[config.mk]
export PLATFORM = sky130hd
export DESIGN_NAME = nvp_ctrl
export DESIGN_NICKNAME = d
export VERILOG_FILES = /design/src/pkg/nvp_pkg.sv /design/src/rtl/nvp_ctrl.sv
export SDC_FILE = /design/constraint.sdc
export NUM_CORES = 1
export LEC_CHECK = 0
export ABC_AREA = 1
export BUFFER_PORTS_ARGS = -buffer_cell sky130_fd_sc_hd__clkbuf_2
export CAP_MARGIN = 10
export CORE_AREA = 2 2 273 275
export DETAILED_ROUTE_END_ITERATION = 10
export DIE_AREA = 0 0 275 277
export GPL_ROUTABILITY_DRIVEN = 0
export PLACE_DENSITY = 0.66
export SLEW_MARGIN = 20
export SYNTH_ARGS = -nofsm -noshare
export SYNTH_HDL_FRONTEND = slang
export SYNTH_SLANG_ARGS = --single-unit
[constraint.sdc]
create_clock -name i_clk -period 2.6 [get_ports i_clk]
set_clock_uncertainty 0.2 [all_clocks]
set_input_delay 0.13 -clock i_clk [delete_from_list [all_inputs] [get_ports i_clk]]
set_output_delay 0.13 -clock i_clk [all_outputs]
set_load 0.005 [all_outputs]
[src/pkg/nvp_pkg.sv]
// Notes on behaviour
// - flash changes only in whole pages
// - region edges from fuses, 256-byte blocks
// - loader end zero: all flash is loader
// - code end zero: code runs to end
// - code end not above loader: no code region
// - code end above loader: data follows code
// - fuse edge beyond flash: use default
// - loader writes code/data, code writes data
// - data-region code may write nothing
// - loader lock set in loader, acts outside
// - code write protect blocks code-region writes
// - eeprom changes only marked bytes
// - user row debug-writable while locked
// - array access during operation waits
// - one shared buffer, one memory per fill
// - store ANDs data into buffer slot
// - buffer all ones after reset/op/clear/wake
// - write page copies buffer, then clears
// - wipe needs a stored byte for address
// - flash wipe erases page, halts cpu
// - eeprom wipe erases marked bytes only
// - after reset writes rejected, busy reads one
// - wipe-and-program keeps buffer between steps
package nvp_pkg;
    localparam int PAGE_BYTES = 64;
    localparam int OFS_W = 6;
    localparam int FLASH_BYTES = 8192;
    localparam int BLOCK_BYTES = 256;
    localparam int CLK_NS = 10;
    localparam int POR_TOUT_NS = 2000;
    localparam int POR_TOUT_CYC = (POR_TOUT_NS + CLK_NS - 1) / CLK_NS;
    localparam int KEY_WINDOW = 4;
    localparam logic [7:0] ADDR_CMD = 8'h00;
    localparam logic [7:0] ADDR_PROT = 8'h01;
    localparam logic [7:0] ADDR_STATUS = 8'h02;
    localparam logic [7:0] ADDR_KEY = 8'h04;
    localparam logic [7:0] KEY_SELF_PROG = 8'h9d;
    localparam logic [7:0] KEY_IO = 8'hd8;
    localparam int PROT_WP_BIT = 0;
    localparam int PROT_LOCK_BIT = 1;
    localparam int STAT_WERR_BIT = 2;
    typedef enum logic [2:0] {
        CMD_NONE = 3'h0, CMD_WRITE_PAGE = 3'h1, CMD_PAGE_WIPE = 3'h2,
        CMD_WIPE_PROG = 3'h3, CMD_CLR_BUF = 3'h4
    } nvp_cmd_t;
    typedef enum logic [1:0] {
        SP_FLASH = 2'h0, SP_EEPROM = 2'h1, SP_USER = 2'h2
    } nvp_space_t;
    typedef enum logic [1:0] {
        RG_LOADER = 2'h0, RG_CODE = 2'h1, RG_DATA = 2'h2
    } nvp_region_t;
    typedef enum logic [1:0] {
        ST_IDLE = 2'b00, ST_ERASE = 2'b01, ST_WRITE = 2'b11
    } nvp_state_t;
    typedef enum logic [1:0] {
        OP_NONE = 2'h0, OP_ERASE = 2'h1, OP_WRITE = 2'h2
    } nvp_op_t;
    typedef struct packed {
        nvp_op_t op;
        nvp_space_t space;
        logic [15:0] page;
        logic [PAGE_BYTES-1:0][7:0] data;
        logic [PAGE_BYTES-1:0] mask;
    } nvp_nvm_req_t;
    typedef struct packed {
        nvp_state_t st;
        logic [15:0] por_cnt;
        logic [2:0] key_win;
        logic key_self;
        logic key_io;
        logic lock;
        logic wp;
        logic werr;
        logic then_write;
        logic any;
        nvp_space_t space;
        logic [15:0] page;
        logic [PAGE_BYTES-1:0][7:0] buf_data;
        logic [PAGE_BYTES-1:0] mark;
        logic [7:0] rdata;
    } nvp_regs_t;
endpackage : nvp_pkg

[src/rtl/nvp_ctrl.sv]
// Decided for this implementation: the placing of the registers and strobed register access.
`timescale 1ns/1ps
module nvp_ctrl #(
    parameter int FLASH_BYTES = nvp_pkg::FLASH_BYTES,
    parameter logic [7:0] LOADER_END_DEFAULT = 8'h00,
    parameter logic [7:0] APP_END_DEFAULT = 8'h00,
    parameter int POR_CYCLES = nvp_pkg::POR_TOUT_CYC
) (
    input wire logic i_clk,
    input wire logic i_rst,
    input wire logic [7:0] i_reg_addr,
    input wire logic [7:0] i_reg_wdata,
    input wire logic i_reg_wr,
    input wire logic i_reg_rd,
    output logic [7:0] o_reg_rdata,
    input wire logic [15:0] i_mem_addr,
    input wire logic [7:0] i_mem_wdata,
    input wire nvp_pkg::nvp_space_t i_mem_space,
    input wire logic i_mem_wr,
    input wire logic i_mem_rd,
    input wire logic i_mem_dbg,
    output logic o_mem_wait,
    output logic o_mem_deny,
    input wire logic [15:0] i_pc,
    input wire logic i_instr_done,
    input wire logic i_dev_locked,
    input wire logic i_wake,
    input wire logic [7:0] i_loader_end_fuse,
    input wire logic [7:0] i_app_code_end_fuse,
    output logic o_cpu_halt,
    output logic o_loader_blocked,
    output nvp_pkg::nvp_nvm_req_t o_nvm_req,
    input wire logic i_nvm_done
);
    // ----------------------------------------
    // region map
    // ----------------------------------------
    localparam logic [8:0] FLASH_BLKS =
        9'(FLASH_BYTES / nvp_pkg::BLOCK_BYTES);

    function automatic nvp_pkg::nvp_region_t region_of(
        input logic [15:0] addr, input logic [7:0] le, input logic [7:0] ae);
        logic [7:0] blk;
        blk = addr[15:8];
        if (le == 8'h00) begin
            region_of = nvp_pkg::RG_LOADER;
        end else if (blk < le) begin
            region_of = nvp_pkg::RG_LOADER;
        end else if (ae == 8'h00) begin
            region_of = nvp_pkg::RG_CODE;
        end else if (ae <= le) begin
            region_of = nvp_pkg::RG_DATA;
        end else if (blk < ae) begin
            region_of = nvp_pkg::RG_CODE;
        end else begin
            region_of = nvp_pkg::RG_DATA;
        end
    endfunction : region_of

    function automatic nvp_pkg::nvp_regs_t clr_buf(
        input nvp_pkg::nvp_regs_t r);
        nvp_pkg::nvp_regs_t t;
        t = r;
        t.buf_data = '1;
        t.mark = '0;
        t.any = 1'b0;
        clr_buf = t;
    endfunction : clr_buf

    nvp_pkg::nvp_regs_t s;
    nvp_pkg::nvp_regs_t next_s;
    logic [7:0] le;
    logic [7:0] ae;
    nvp_pkg::nvp_region_t pc_rg;
    nvp_pkg::nvp_region_t tgt_rg;
    nvp_pkg::nvp_region_t rd_rg;
    logic busy;
    logic por;
    logic flash_busy;
    logic ee_busy;
    logic store_ok;
    logic cmd_wr;
    logic allowed;
    logic [nvp_pkg::OFS_W-1:0] ofs;

    // out-of-range fuse falls back to default
    assign le = ({1'b0, i_loader_end_fuse} > FLASH_BLKS) ?
        LOADER_END_DEFAULT : i_loader_end_fuse;
    assign ae = ({1'b0, i_app_code_end_fuse} > FLASH_BLKS) ?
        APP_END_DEFAULT : i_app_code_end_fuse;
    assign pc_rg = region_of(i_pc, le, ae);
    assign tgt_rg = region_of(s.page, le, ae);
    assign rd_rg = region_of(i_mem_addr, le, ae);
    assign ofs = i_mem_addr[nvp_pkg::OFS_W-1:0];

    // ----------------------------------------
    // status and cpu side
    // ----------------------------------------
    assign busy = s.st != nvp_pkg::ST_IDLE;
    assign por = s.por_cnt != 16'h0000;
    assign flash_busy = por | (busy & s.space == nvp_pkg::SP_FLASH);
    assign ee_busy = por | (busy & s.space != nvp_pkg::SP_FLASH);
    assign o_mem_wait = (i_mem_rd | i_mem_wr) & busy;
    assign o_cpu_halt = busy & s.space == nvp_pkg::SP_FLASH;
    assign o_loader_blocked = s.lock & pc_rg != nvp_pkg::RG_LOADER;
    assign o_mem_deny = i_mem_rd & i_mem_space == nvp_pkg::SP_FLASH &
        rd_rg == nvp_pkg::RG_LOADER & o_loader_blocked;

    // a locked part takes only user-row stores from the debug port
    assign store_ok = i_mem_wr & !busy & !por &
        !(i_dev_locked & i_mem_dbg &
        i_mem_space != nvp_pkg::SP_USER) &
        (!s.any | i_mem_space == s.space);

    // the key arms the command write for four instructions only
    assign cmd_wr = i_reg_wr & i_reg_addr == nvp_pkg::ADDR_CMD &
        s.key_self & !busy & !por;

    always_comb begin
        if (s.space == nvp_pkg::SP_FLASH) begin
            unique case (tgt_rg)
                nvp_pkg::RG_LOADER: allowed = 1'b0;
                nvp_pkg::RG_CODE: allowed =
                    pc_rg == nvp_pkg::RG_LOADER & !s.wp;
                default: allowed = pc_rg != nvp_pkg::RG_DATA;
            endcase
        end else begin
            allowed = pc_rg != nvp_pkg::RG_DATA;
        end
    end

    // ----------------------------------------
    // next state
    // ----------------------------------------
    always_comb begin
        next_s = s;
        next_s.rdata = 8'h00;
        if (por) begin
            next_s.por_cnt = s.por_cnt - 16'h0001;
        end
        if (i_reg_rd) begin
            unique case (i_reg_addr)
                nvp_pkg::ADDR_PROT: next_s.rdata = {6'h00, s.lock, s.wp};
                nvp_pkg::ADDR_STATUS:
                    next_s.rdata = {5'h00, s.werr, ee_busy, flash_busy};
                nvp_pkg::ADDR_KEY:
                    next_s.rdata = {6'h00, s.key_self, s.key_io};
                default: next_s.rdata = 8'h00;
            endcase
        end
        if (i_instr_done && s.key_win != 3'h0) begin
            next_s.key_win = s.key_win - 3'h1;
            if (s.key_win == 3'h1) begin
                next_s.key_self = 1'b0;
                next_s.key_io = 1'b0;
            end
        end
        if (i_reg_wr && i_reg_addr == nvp_pkg::ADDR_KEY) begin
            next_s.key_win = 3'(nvp_pkg::KEY_WINDOW);
            next_s.key_self = i_reg_wdata == nvp_pkg::KEY_SELF_PROG;
            next_s.key_io = i_reg_wdata == nvp_pkg::KEY_IO;
        end
        if (i_reg_wr && i_reg_addr == nvp_pkg::ADDR_PROT && s.key_io) begin
            next_s.wp = s.wp | i_reg_wdata[nvp_pkg::PROT_WP_BIT];
            next_s.lock = s.lock | (i_reg_wdata[nvp_pkg::PROT_LOCK_BIT] &
                pc_rg == nvp_pkg::RG_LOADER);
            next_s.key_io = 1'b0;
        end
        if (i_reg_wr && i_reg_addr == nvp_pkg::ADDR_STATUS &&
                i_reg_wdata[nvp_pkg::STAT_WERR_BIT]) begin
            next_s.werr = 1'b0;
        end
        if (store_ok) begin
            next_s.buf_data[ofs] = s.buf_data[ofs] & i_mem_wdata;
            next_s.mark[ofs] = 1'b1;
            next_s.any = 1'b1;
            next_s.space = i_mem_space;
            next_s.page = {i_mem_addr[15:nvp_pkg::OFS_W],
                {nvp_pkg::OFS_W{1'b0}}};
        end
        if (i_wake && !busy) begin
            next_s = clr_buf(next_s);
        end
        if (cmd_wr) begin
            next_s.key_self = 1'b0;
            unique case (i_reg_wdata[2:0])
                nvp_pkg::CMD_CLR_BUF: next_s = clr_buf(next_s);
                nvp_pkg::CMD_WRITE_PAGE,
                nvp_pkg::CMD_PAGE_WIPE,
                nvp_pkg::CMD_WIPE_PROG: begin
                    if (!s.any) begin
                        next_s.st = nvp_pkg::ST_IDLE;
                    end else if (!allowed) begin
                        next_s.werr = 1'b1;
                    end else if (i_reg_wdata[2:0] ==
                            nvp_pkg::CMD_WRITE_PAGE) begin
                        next_s.st = nvp_pkg::ST_WRITE;
                    end else begin
                        next_s.st = nvp_pkg::ST_ERASE;
                        next_s.then_write = i_reg_wdata[2:0] ==
                            nvp_pkg::CMD_WIPE_PROG;
                    end
                end
                default: next_s.st = s.st;
            endcase
        end
        if (i_nvm_done) begin
            unique case (s.st)
                nvp_pkg::ST_ERASE: begin
                    if (s.then_write) begin
                        next_s.st = nvp_pkg::ST_WRITE;
                    end else begin
                        next_s.st = nvp_pkg::ST_IDLE;
                        next_s = clr_buf(next_s);
                    end
                end
                nvp_pkg::ST_WRITE: begin
                    next_s.st = nvp_pkg::ST_IDLE;
                    next_s = clr_buf(next_s);
                end
                default: next_s.st = s.st;
            endcase
        end
    end

    always_ff @(posedge i_clk) begin
        if (i_rst) begin
            s <= '0;
            s.st <= nvp_pkg::ST_IDLE;
            s.por_cnt <= 16'(POR_CYCLES);
            s.buf_data <= '1;
        end else begin
            s <= next_s;
        end
    end

    // ----------------------------------------
    // array request
    // ----------------------------------------
    always_comb begin
        o_nvm_req.op = nvp_pkg::OP_NONE;
        if (s.st == nvp_pkg::ST_ERASE) begin
            o_nvm_req.op = nvp_pkg::OP_ERASE;
        end else if (s.st == nvp_pkg::ST_WRITE) begin
            o_nvm_req.op = nvp_pkg::OP_WRITE;
        end
        o_nvm_req.space = s.space;
        o_nvm_req.page = s.page;
        o_nvm_req.data = s.buf_data;
        // flash has no byte granularity, eeprom only marked bytes
        o_nvm_req.mask = (s.space == nvp_pkg::SP_FLASH) ? '1 :
            s.mark;
    end
    assign o_reg_rdata = s.rdata;
endmodule : nvp_ctrl

---- Yosys cells after proc, flatten, opt, wreduce, memory -nomap -nowiden ----
Index checks and enable logic that the tools add are counted.
storage, ports and cells
  register bits after elaboration ......... 630
  output and inout port bits .............. 608
  word-level logic and storage cells ...... 219
operators by class
  add/subtract/negate cells ............... 2
  order comparisons ....................... 11
  equality and inequality tests ........... 18
  mux-type cells .......................... 55
  bitwise operators ....................... 27
  reductions and logical operators ........ 28
operator list
  kind                                                                             count
  603-bit 2-to-1 mux                                                               3
  630-bit 2-to-1 mux                                                               2
  603-bit one-hot mux with 2 select lines                                          1
  595-bit 2-to-1 mux                                                               1
  512-bit bitwise mux                                                              1
  64-bit 2-to-1 mux                                                                1
  64-bit bitwise OR                                                                1
  8-bit binary-select mux with 6-bit select                                        1
  8-bit demux with 6-bit select                                                    1
  8-bit less-than comparator                                                       6
  2-bit 2-to-1 mux                                                                 24
  8-bit 2-to-1 mux                                                                 4
  8-bit zero test                                                                  3
  1-bit AND                                                                        19
  8-bit equality test, second input constant                                       2
  8-bit by 6-bit greater-than comparator with 1-bit output, second input constant  2
  16-bit 2-to-1 mux                                                                1
  16-bit nonzero test                                                              1
  16-bit by 1-bit subtractor with 16-bit output, second input constant             1
  2-bit zero test                                                                  5
  5-bit 2-to-1 mux                                                                 2
  3-bit one-hot mux with 3 select lines                                            1
  8-bit AND                                                                        1
  8-bit by 1-bit equality test with 1-bit output, second input constant            1
  other kinds (27)                                                                 56

---- Logic depth before layout (Yosys ltp) ----
Gate-level depths: netlist of run 1.
  depth in word-level cells ............... 19
  mapped depth ............................ 25
  mapped depth without buffers ............ 25

---- Worst setup path after synthesis of run 1 ----
No wires, ideal clock.
  kind .................................... input to register
  start ................................... input i_app_code_end_fuse[7]
  end ..................................... register s[628] (netlist bit)
  arrival time ............................ 2.307 ns
  data required time ...................... 2.286 ns
  slack ................................... -0.021 ns
  stages on the path ...................... 23
  path buffers ............................ 0
  cells stage by stage .................... nor2_1 -> nand2_1 -> o21ai_0 -> nand2_1 -> inv_1 -> ha_1 -> inv_1 -> nor2_1 -> nor2_1 -> o21ai_0 -> a21o_1 -> o21ai_0 -> nor2_1 -> nand2_1 -> nand2_1 -> nand2_1 -> nand2_1 -> nand2_1 -> nand2_1 -> nand3_1 -> nand4_1 -> nor2_1 -> nor2_1
between the ends
  word-level cells in the longest chain between the ends .. 17
  elaborated cells between the ends (all ways) .. 28
ends and longest elaborated chain
  what                                                      RTL line         RTL
  from (decl)                                               nvp_ctrl.sv:29   input wire logic [7:0] i_app_code_end_fuse,
  8-bit by 6-bit greater-than comparator with 1-bit output  nvp_ctrl.sv:89   assign ae = ({1'b0, i_app_code_end_fuse} > FLASH_BLKS) ?
  8-bit 2-to-1 mux *                                        nvp_ctrl.sv:89
  8-bit less-than comparator                                nvp_ctrl.sv:53   end else if (blk < ae) begin
  2-bit 2-to-1 mux                                          nvp_ctrl.sv:53
  2-bit 2-to-1 mux                                          nvp_ctrl.sv:51   end else if (ae <= le) begin
  2-bit 2-to-1 mux                                          nvp_ctrl.sv:49   end else if (ae == 8'h00) begin
  2-bit 2-to-1 mux                                          nvp_ctrl.sv:47   end else if (blk < le) begin
  2-bit 2-to-1 mux                                          nvp_ctrl.sv:45   if (le == 8'h00) begin
  2-bit zero test                                           nvp_ctrl.sv:124  pc_rg == nvp_pkg::RG_LOADER & !s.wp;
  1-bit AND                                                 nvp_ctrl.sv:124
  1-bit one-hot mux with 2 select lines                     nvp_ctrl.sv:121  unique case (tgt_rg)
  1-bit 2-to-1 mux *                                        nvp_ctrl.sv:120  if (s.space == nvp_pkg::SP_FLASH) begin
  2-bit 2-to-1 mux *                                        nvp_ctrl.sv:193  end else if (!allowed) begin
  2-bit 2-to-1 mux *                                        nvp_ctrl.sv:191  if (!s.any) begin
  2-bit one-hot mux with 2 select lines *                   nvp_ctrl.sv:186  unique case (i_reg_wdata[2:0])
  630-bit 2-to-1 mux *                                      nvp_ctrl.sv:184  if (cmd_wr) begin
  630-bit 2-to-1 mux *                                      nvp_ctrl.sv:207  if (i_nvm_done) begin
  to (signal assigned)                                      nvp_ctrl.sv:233  s <= next_s;
  to (decl)                                                 nvp_ctrl.sv:70   nvp_pkg::nvp_regs_t s;
Every way passes the cells marked *; elsewhere a longest branch is shown, timed or not.
A chain may end at the register's enable or synchronous reset.

---- Final worst setup path of run 1 ----
  start ................................... register s[616] (netlist bit)
  end ..................................... register s (netlist bit o_nvm_req[305])
between the ends
  word-level cells in the longest chain between the ends .. 12
  elaborated cells between the ends (all ways) .. 13
ends and longest elaborated chain
  what                                     RTL line                          RTL
  16-bit nonzero test *                    nvp_ctrl.sv:100                   assign por = s.por_cnt != 16'h0000;
  1-bit zero test *                        nvp_ctrl.sv:110, nvp_ctrl.sv:117
  1-bit AND (2 in a row)                   nvp_ctrl.sv:110                   assign store_ok = i_mem_wr & !busy & !por &
  1-bit AND                                nvp_ctrl.sv:112                   i_mem_space != nvp_pkg::SP_USER) &
  595-bit 2-to-1 mux                       nvp_ctrl.sv:173                   if (store_ok) begin
  603-bit 2-to-1 mux                       nvp_ctrl.sv:181                   if (i_wake && !busy) begin
  603-bit 2-to-1 mux                       nvp_ctrl.sv:186
  630-bit 2-to-1 mux *                     nvp_ctrl.sv:184
  603-bit 2-to-1 mux                       nvp_ctrl.sv:210                   if (s.then_write) begin
  603-bit one-hot mux with 2 select lines  nvp_ctrl.sv:208                   unique case (s.st)
  630-bit 2-to-1 mux *                     nvp_ctrl.sv:207
Marks and branches as above.

==> results of run 1 <==
state kept, by name, summed over array words and instances, names as in the netlist:
signal / flops
o_nvm_req: 524
o_reg_rdata: 3
s: 92
per-layer routing:
metal  GRT usage (%)  wire, microns
met1            40.9          52700
met2            49.6          58700
met3            7.45          12300
met4            11.9           5570
met5               0             65
stage by stage:
| step | TNS, ps | utilization, % | instances |
|---|---|---|---|
| 2_1_floorplan | 0 | - | 3713 |
| 3_3_place_gp | -199580 | 44.4 | 4884 |
| 3_5_place_dp | -213390 | 44.4 | 4884 |
| 4_1_cts | -5320 | 49.5 | 5097 |
| 5_1_grt | -127390 | 51.8 | 5149 |
| 6_report | -36360 | 51.8 | 5149 |
synthesized netlist by cell type, drive strengths merged, types with 2 or more instances:
master and n:
nand4 68, inv 162, and3 2, a22oi 77, a21oi 622, o21ai 556
a221oi 53, a22o 55, nor3b 5, xor2 4, xnor2 3, nor4 6
conb 2, nand3b 2, a211oi 7, o211ai 3, nand2 436, nor3 26
nand3 45, buf 688, dfxtp 619, ha 47, nor2 96, clkbuf 98
o211a 2
cell type report:
class                   count  area (sq um)  area share (%)
diodes                      3          7.51          0.0197
repair buffers           1090          7960            20.9
clock buffers             101          2040            5.36
inverters                 162           614            1.61
clock inverters            24           282           0.739
multi-input cells        2181         13600            35.7
flip-flops and latches    619         12400            32.5
well taps                 969          1210            3.18
what timing repair did:
item | 4_1_cts | 5_1_grt
setup buffers | 22 | 20
setup endpoints to repair | 516 | 596
pin swaps | 38 | 55
hold buffers | 51 | 0
gates cloned | 18 | 31
resized for setup | 145 | 305
hold endpoints to repair | 497 | 0
worst max-delay path, delay by kind of cell (launching register included):
family / cells / cell delay (ps)
and+or+nand+nor: 8 / 1100
buffers and inverters: 6 / 740
DFF: 1 / 330
AOI/OAI and AO/OA: 2 / 260
power groups by stage:
stage | Combinational [W] | Clock, W | Sequential, W
after floorplan | 0.00115 | 0 | 0.00974
after global placement | 0.00230 | 0 | 0.00975
after detailed placement | 0.00231 | 0 | 0.00975
after CTS | 0.00245 | 0.0101 | 0.00954
after global routing | 0.00274 | 0.0105 | 0.00954
final | 0.00259 | 0.0100 | 0.00954
layout by cell type, fill, tap and decap left out, drive strengths merged, types with 2 or more instances in the layout:
cell type    netlist  routed
a211oi             7       7
nand2            436     471
nand3             45      45
clkinvlp           0       5
o211ai             3       3
dfxtp            619     619
nor3              26      26
nor4               6       6
clkbuf            98     780
ha                47      47
nand4             68      68
a22o              55      55
a221oi            53      53
o211a              2       2
buf              688     359
xor2               4       4
inv              162     163
a22oi             77      77
dlygate4sd3        0      51
nand3b             2       2
and3               2       2
conb               2      25
xnor2              3       3
a21oi            622     622
nor3b              5       5
o21ai            556     556
diode              0       3
clkinv             0      15
nor2              96      96
bufinv             0       3
cell families after synthesis:
kind of cell | count (synthesis) | synth area share, %
AOI/OAI and AO/OA | 1381 | 25.4
DFF | 619 | 41.6
xor gates and xnor gates | 7 | 0.206
other | 2 | 0.0252
and+or+nand+nor | 686 | 11.4
adders and majority gates | 47 | 1.97
buffers and inverters | 948 | 19.4
worst max path at each step:
stage                               startpoint  slack [ps]  cells past startpoint        endpoint
after floorplan           i_loader_end_fuse[2]         100                     25          s[628]
after global placement           i_mem_addr[1]        -500                     14  o_nvm_req[448]
after detailed placement         i_mem_addr[1]        -550                     14  o_nvm_req[456]
after CTS                               s[616]         -80                     15  o_nvm_req[251]
after global routing                    s[616]        -320                     15  o_nvm_req[250]
final                                   s[616]        -170                     16  o_nvm_req[305]
==> results.md, run 1 <==
* CTS tree: built
* Clock slew at reported path FFs at about 60 ps
* Total of max-cap violations at 0
* Slowest cell on the critical path: dfxtp_2
* Synth Register Bits at approximately 620
* Share of the synthesized area in the top cell type at approximately 42%
* Violations in the final reports: setup timing
* Critical Path Max Stage Delay at 330 ps
* Post-DP HPWL at approximately 90000 microns
* Final WL at approximately 130000 microns
* Pleak at around 15 nW
* Total number of vias at a little under 30000
* Combinational share of power at around an eighth
* Die H at approximately 280 microns
* Average size of a mapped cell at approximately 8.1 sq um
* Iter 0 DRT Violations at 3202
* R2R setup slack at -170 ps
* Port bufs at approximately 670
* Clk root buf: clkbuf_16
* Int Power at 0.0162 W
* RSZ-0062 raised after global routing: yes
* Filler Cell Count at 6967
* Dpl ws at -554 ps
* Total power at 0.0221 W
* Critical Path Start Type: flop
* Worst-Skew Late Latency at approximately 620 ps
* Max-slew violation count at 0
* Synth warn at 0
* Reg-to-Reg End: o_nvm_req[305]
* Grt total ovfl at 0
* Post-route setup slack at -173 ps
* Cells on worst reg2reg path at 16
* Clock sink count at approximately 620
* First-pass GRT wire length at between 150000 and 200000 microns
* Crit path cell chain: nor2_4 -> inv_2 -> nor2_4 -> nand3b_1 -> nor3_2 -> inv_1 -> nor3_2 -> nand2_2 -> buf_12 -> buf_12 -> nor2_8 -> buf_12 -> clkbuf_16 -> nand2_8 -> a21oi_1 -> o21ai_1
* Pin count of the biggest net entering global routing at between 40 and 50
* Final setup viols at 520
* Most numerous cell on the critical path: buf_12
* Rows at 100
* Ports at between 600 and 700
* Pwr dens at 581 nW/um^2
* Final worst-path cycle share at 107%
* Post-DRT Antenna Nets at 0
* Clk pwr share at around 45%
* Critical path capture point type: flop
* # nets final at roughly 4300
* Switch share at about a quarter
* Number of synthesized flops with an enable pin at 0
* Synth async-reset ratio at 0%
* Die Wd at roughly 280 microns
* Psw at ~0.006 W
* FF-to-FF Start: s[616]
* Worst slew pin tran at approximately 740 ps
* Drt wl/cell at 25.1 microns
* Post-route DRC at 0
* Relative slew slack at between 50% and 60%
* Core area at roughly 74000 sq um
* Hold EP: o_nvm_req[180]
* GR Util All Layers at roughly 31%
* Hold Fails Final Rpt at 0
* Vias/cell at 5.65
* Fraction of layout cells with a size suffix above 1 at around 36%
* Worst-path maximum fanout at 9
* Post-DP Area at ~33000 sq um
* Peak VDD IR at ~440 uV
* Status: complete, but fails checks
* Crit Path Class: reg2reg
* DR pass1 iterations at 6
* Sequential fraction of the synthesis area at between 40 and 50%
* Initial core utilization at 40.5%
* Hold_sp: i_mem_addr[4]
* Hold slack at 60.1 ps
* Critical Path RT at 2890 ps
* Hold path cells at 5
* Mapped Area at 29800 sq um
* Sequential power share at 43.1%
* P&R area growth vs syn at 27.9%
* Top cells by area, synth: dfxtp_1 42%, buf_4 14%, a21oi_1 10%
* F_max at between 300 and 400 MHz
* Cell taking the most area after synthesis: dfxtp_1
* H-tree levels at 3
* Main synth FF type: dfxtp_1
* Die Footprint at between 70000 and 80000 sq um
* Final min period at between 2000 and 3000 ps
* Design area at between 30000 and 40000 sq um
* Crit path arrival time at slightly above 3000 ps
* Clock Path Buffers at 3
* Initial antenna violation count at 9
* Synth Instances at 3690
* Synth cell types at between 40 and 50
* Worst min-delay path class: in2reg
* Number of CTS-inserted buffers at 70
* Vias in the first global route at 26169
Power figures use the tool's default switching activity.
==> run 2, diff against run 1 <==
--- a/config.mk
+++ b/config.mk
@@ -12,6 +12,7 @@
 export DETAILED_ROUTE_END_ITERATION = 10
 export DIE_AREA = 0 0 275 277
 export GPL_ROUTABILITY_DRIVEN = 0
+export MAX_ROUTING_LAYER = met4
 export PLACE_DENSITY = 0.66
 export SLEW_MARGIN = 20
 export SYNTH_ARGS = -nofsm -noshare
==> run 2 against run 1 <==
The flow still finishes with violations (setup timing). Sequential share of layout area down 0.49 points. Sequential cell count unchanged. Non-clock buffer count up 10. Final area up 1.5%. Fmax down 0.11%. Critical path depth unchanged. Combinational power up 2%. Routed wire length up 1.6%. First-iteration DRC count down 6.1%. Highest routed layer is now met4.
==> results.md, run 2 (synthesis results as in run 1) <==
* Status: complete, but fails checks
* Violations in the final reports: setup timing
* Iter 0 DRT Violations at between 3000 and 4000
* First-pass GRT wire length at 178000 microns
* FF-to-FF Start: s[616]
* Die H at between 200 and 300 microns
* Cells on worst reg2reg path at 16
* Worst slew pin tran at just under 700 ps
* Worst-path maximum fanout at 8
* Critical Path Start Type: flop
* Clock sink count at around 620
* Setup tns final at -36730 ps
* Clk pwr share at 45.2%
* Worst Setup SP: s[616]
* RSZ-0062 raised after global routing: yes
* Core area at roughly 74000 sq um
* GR Util All Layers at between 30% and 40%
* # nets final at ~4300
* Crit path arrival time at roughly 3100 ps
* Number of flip-flops in the largest register at roughly 520
* Peak VDD IR at between 400 and 500 uV
* Final min period at between 2000 and 3000 ps
* Number of CTS-inserted buffers at 70
* Crit Path Class: reg2reg
* Vias in the first global route at around 26000
* Combinational share of power at 11.8%
* Clk root buf: clkbuf_16
* Design area at roughly 39000 sq um
* Pwr dens at roughly 570 nW/um^2
* Final WL at between 100000 and 150000 microns
* DR pass1 iterations at 8
* Sequential power share at between 40% and 50%
* Initial core utilization at between 40% and 50%
* Die Wd at ~280 microns
* Total number of vias at a little under 30000
* Reg-to-Reg End: o_nvm_req[109]
* CTS tree: built
* Critical path capture point type: flop
* Ports at 693
* R2R setup slack at -180 ps
* Post-DP HPWL at roughly 90000 microns
* Relative slew slack at 54.5%
* Vias/cell at 5.69
* Switch share at approximately 27%
* Grt total ovfl at 0
* Fraction of layout cells with a size suffix above 1 at a little under two fifths
* Pleak at around 15 nW
* Psw at just under 0.006 W
* Worst min-delay path class: in2reg
* Post-DRT Antenna Nets at 0
* Worst-Skew Late Latency at 620 ps
* Post-route setup slack at -176 ps
* Commonest cells after routing, fill and taps aside: 668 x clkbuf_2, 615 x dfxtp_1, 430 x a21oi_1
* Drt wl/cell at 25.4 microns
* P&R area growth vs syn at 29.8%
* Pin count of the biggest net entering global routing at 49
* H-tree levels at 3
* Final setup viols at 491
* Clock slew at reported path FFs at about 60 ps
* Int Power at between 0.015 and 0.02 W
* Die Footprint at 76200 sq um
* CP endpoint: o_nvm_req[109]
* Clock Path Buffers at 3
* Post-route DRC at 0
* F_max at roughly 360 MHz
* Commonest non-fill, non-tap cell in the layout: clkbuf_2
* Post-DP Area at around 33000 sq um
* Initial antenna violation count at 9
* Final worst-path cycle share at 107%
* Hold path cells at 5
* Hold Fails Final Rpt at 0
* Max-slew violation count at 0
* Port bufs at around 670
* Critical Path RT at about 2900 ps
* Rows at 100
* Total of max-cap violations at 0
[run 2: changes by cell type in the layout (fill, tap and decap cells not counted), moves of 3 or more]
| cell | change |
|---|---|
| o21ai_2 | +16 |
| o21ai_0 | -22 |
| nand2_4 | -5 |
| buf_12 | +3 |
| o21ai_1 | +6 |
| a21oi_4 | +7 |
| a21oi_1 | -37 |
| diode_2 | +5 |
| buf_6 | +6 |
| nand2_8 | +11 |
| a21oi_2 | +30 |
[run 2: timing repair]
item	in CTS	in global routing
setup endpoints to repair	516	596
buffers inserted	22	33
hold buffers	51	0
resized for setup	145	412
hold endpoints to repair	497	0
pin swaps	38	78
cloned	18	36
[run 2: worst max-delay path, cell delays in order (launching register included)]
cell,delay (ps)
dfxtp_2,330
nor2_4,120
inv_2,60
nor2_4,70
nand3b_1,120
nor3_2,230
inv_1,80
nor3_2,210
nand2_2,130
buf_12,180
buf_12,140
nor2_8,130
buf_6,120
buf_12,150
nand2_8,100
a21oi_2,180
o21ai_1,70
[run 2: final cells by class]
type	count	area, sq um
flip-flops and latches	619	12400
multi-input cells	2189	14100
repair buffers	1100	8070
diodes	8	20.0
clock buffers	101	2040
fillers	6893	34900
clock inverters	24	282
well taps	969	1210
inverters	162	614
[run 2: power by group through the flow]
stage	Sequential [W]	Combinational (W)	Clock (W)
2_1_floorplan	0.00974	0.00115	0
3_3_place_gp	0.00975	0.00230	0
3_5_place_dp	0.00975	0.00231	0
4_1_cts	0.00954	0.00245	0.0101
5_1_grt	0.00954	0.00277	0.0105
6_report	0.00954	0.00263	0.0100
[run 2: how the worst min path moves through the flow]
stage / end / slack, ps / start
global placement: o_nvm_req[582] / 160 / i_mem_addr[6]
floorplan: o_nvm_req[583] / 60 / i_mem_addr[7]
finish: o_nvm_req[180] / 70 / i_mem_addr[5]
CTS: s[608] / 10 / i_reg_addr[5]
global route: o_nvm_req[191] / 100 / i_mem_addr[5]
detailed placement: o_nvm_req[582] / 160 / i_mem_addr[6]
[run 2: layer usage]
layer / part of all wire (%) / vias to the layer above / wire length [microns] / track usage, %
li1: - / 13231 / - / -
met1: 40 / 14159 / 53100 / 41.3
met2: 45 / 1666 / 59700 / 49.6
met3: 9.6 / 363 / 12700 / 6.97
met4: 4.5 / 0 / 5860 / 11.8
met5: 0 / - / 0 / -
[run 2: per-stage QoR]
step / std cells / hold slack [ps] / total power, W / util [%] / setup WS (ps)
after floorplan: 3713 / 64.9 / 0.0109 / - / 98.8
after global placement: 4884 / 161 / 0.0120 / 44.4 / -502
after detailed placement: 4884 / 165 / 0.0121 / 44.4 / -554
after CTS: 5097 / 11.4 / 0.0221 / 49.5 / -83.8
after global routing: 5172 / 101 / 0.0228 / 52.6 / -320
final: 5172 / 68.7 / 0.0222 / 52.6 / -176
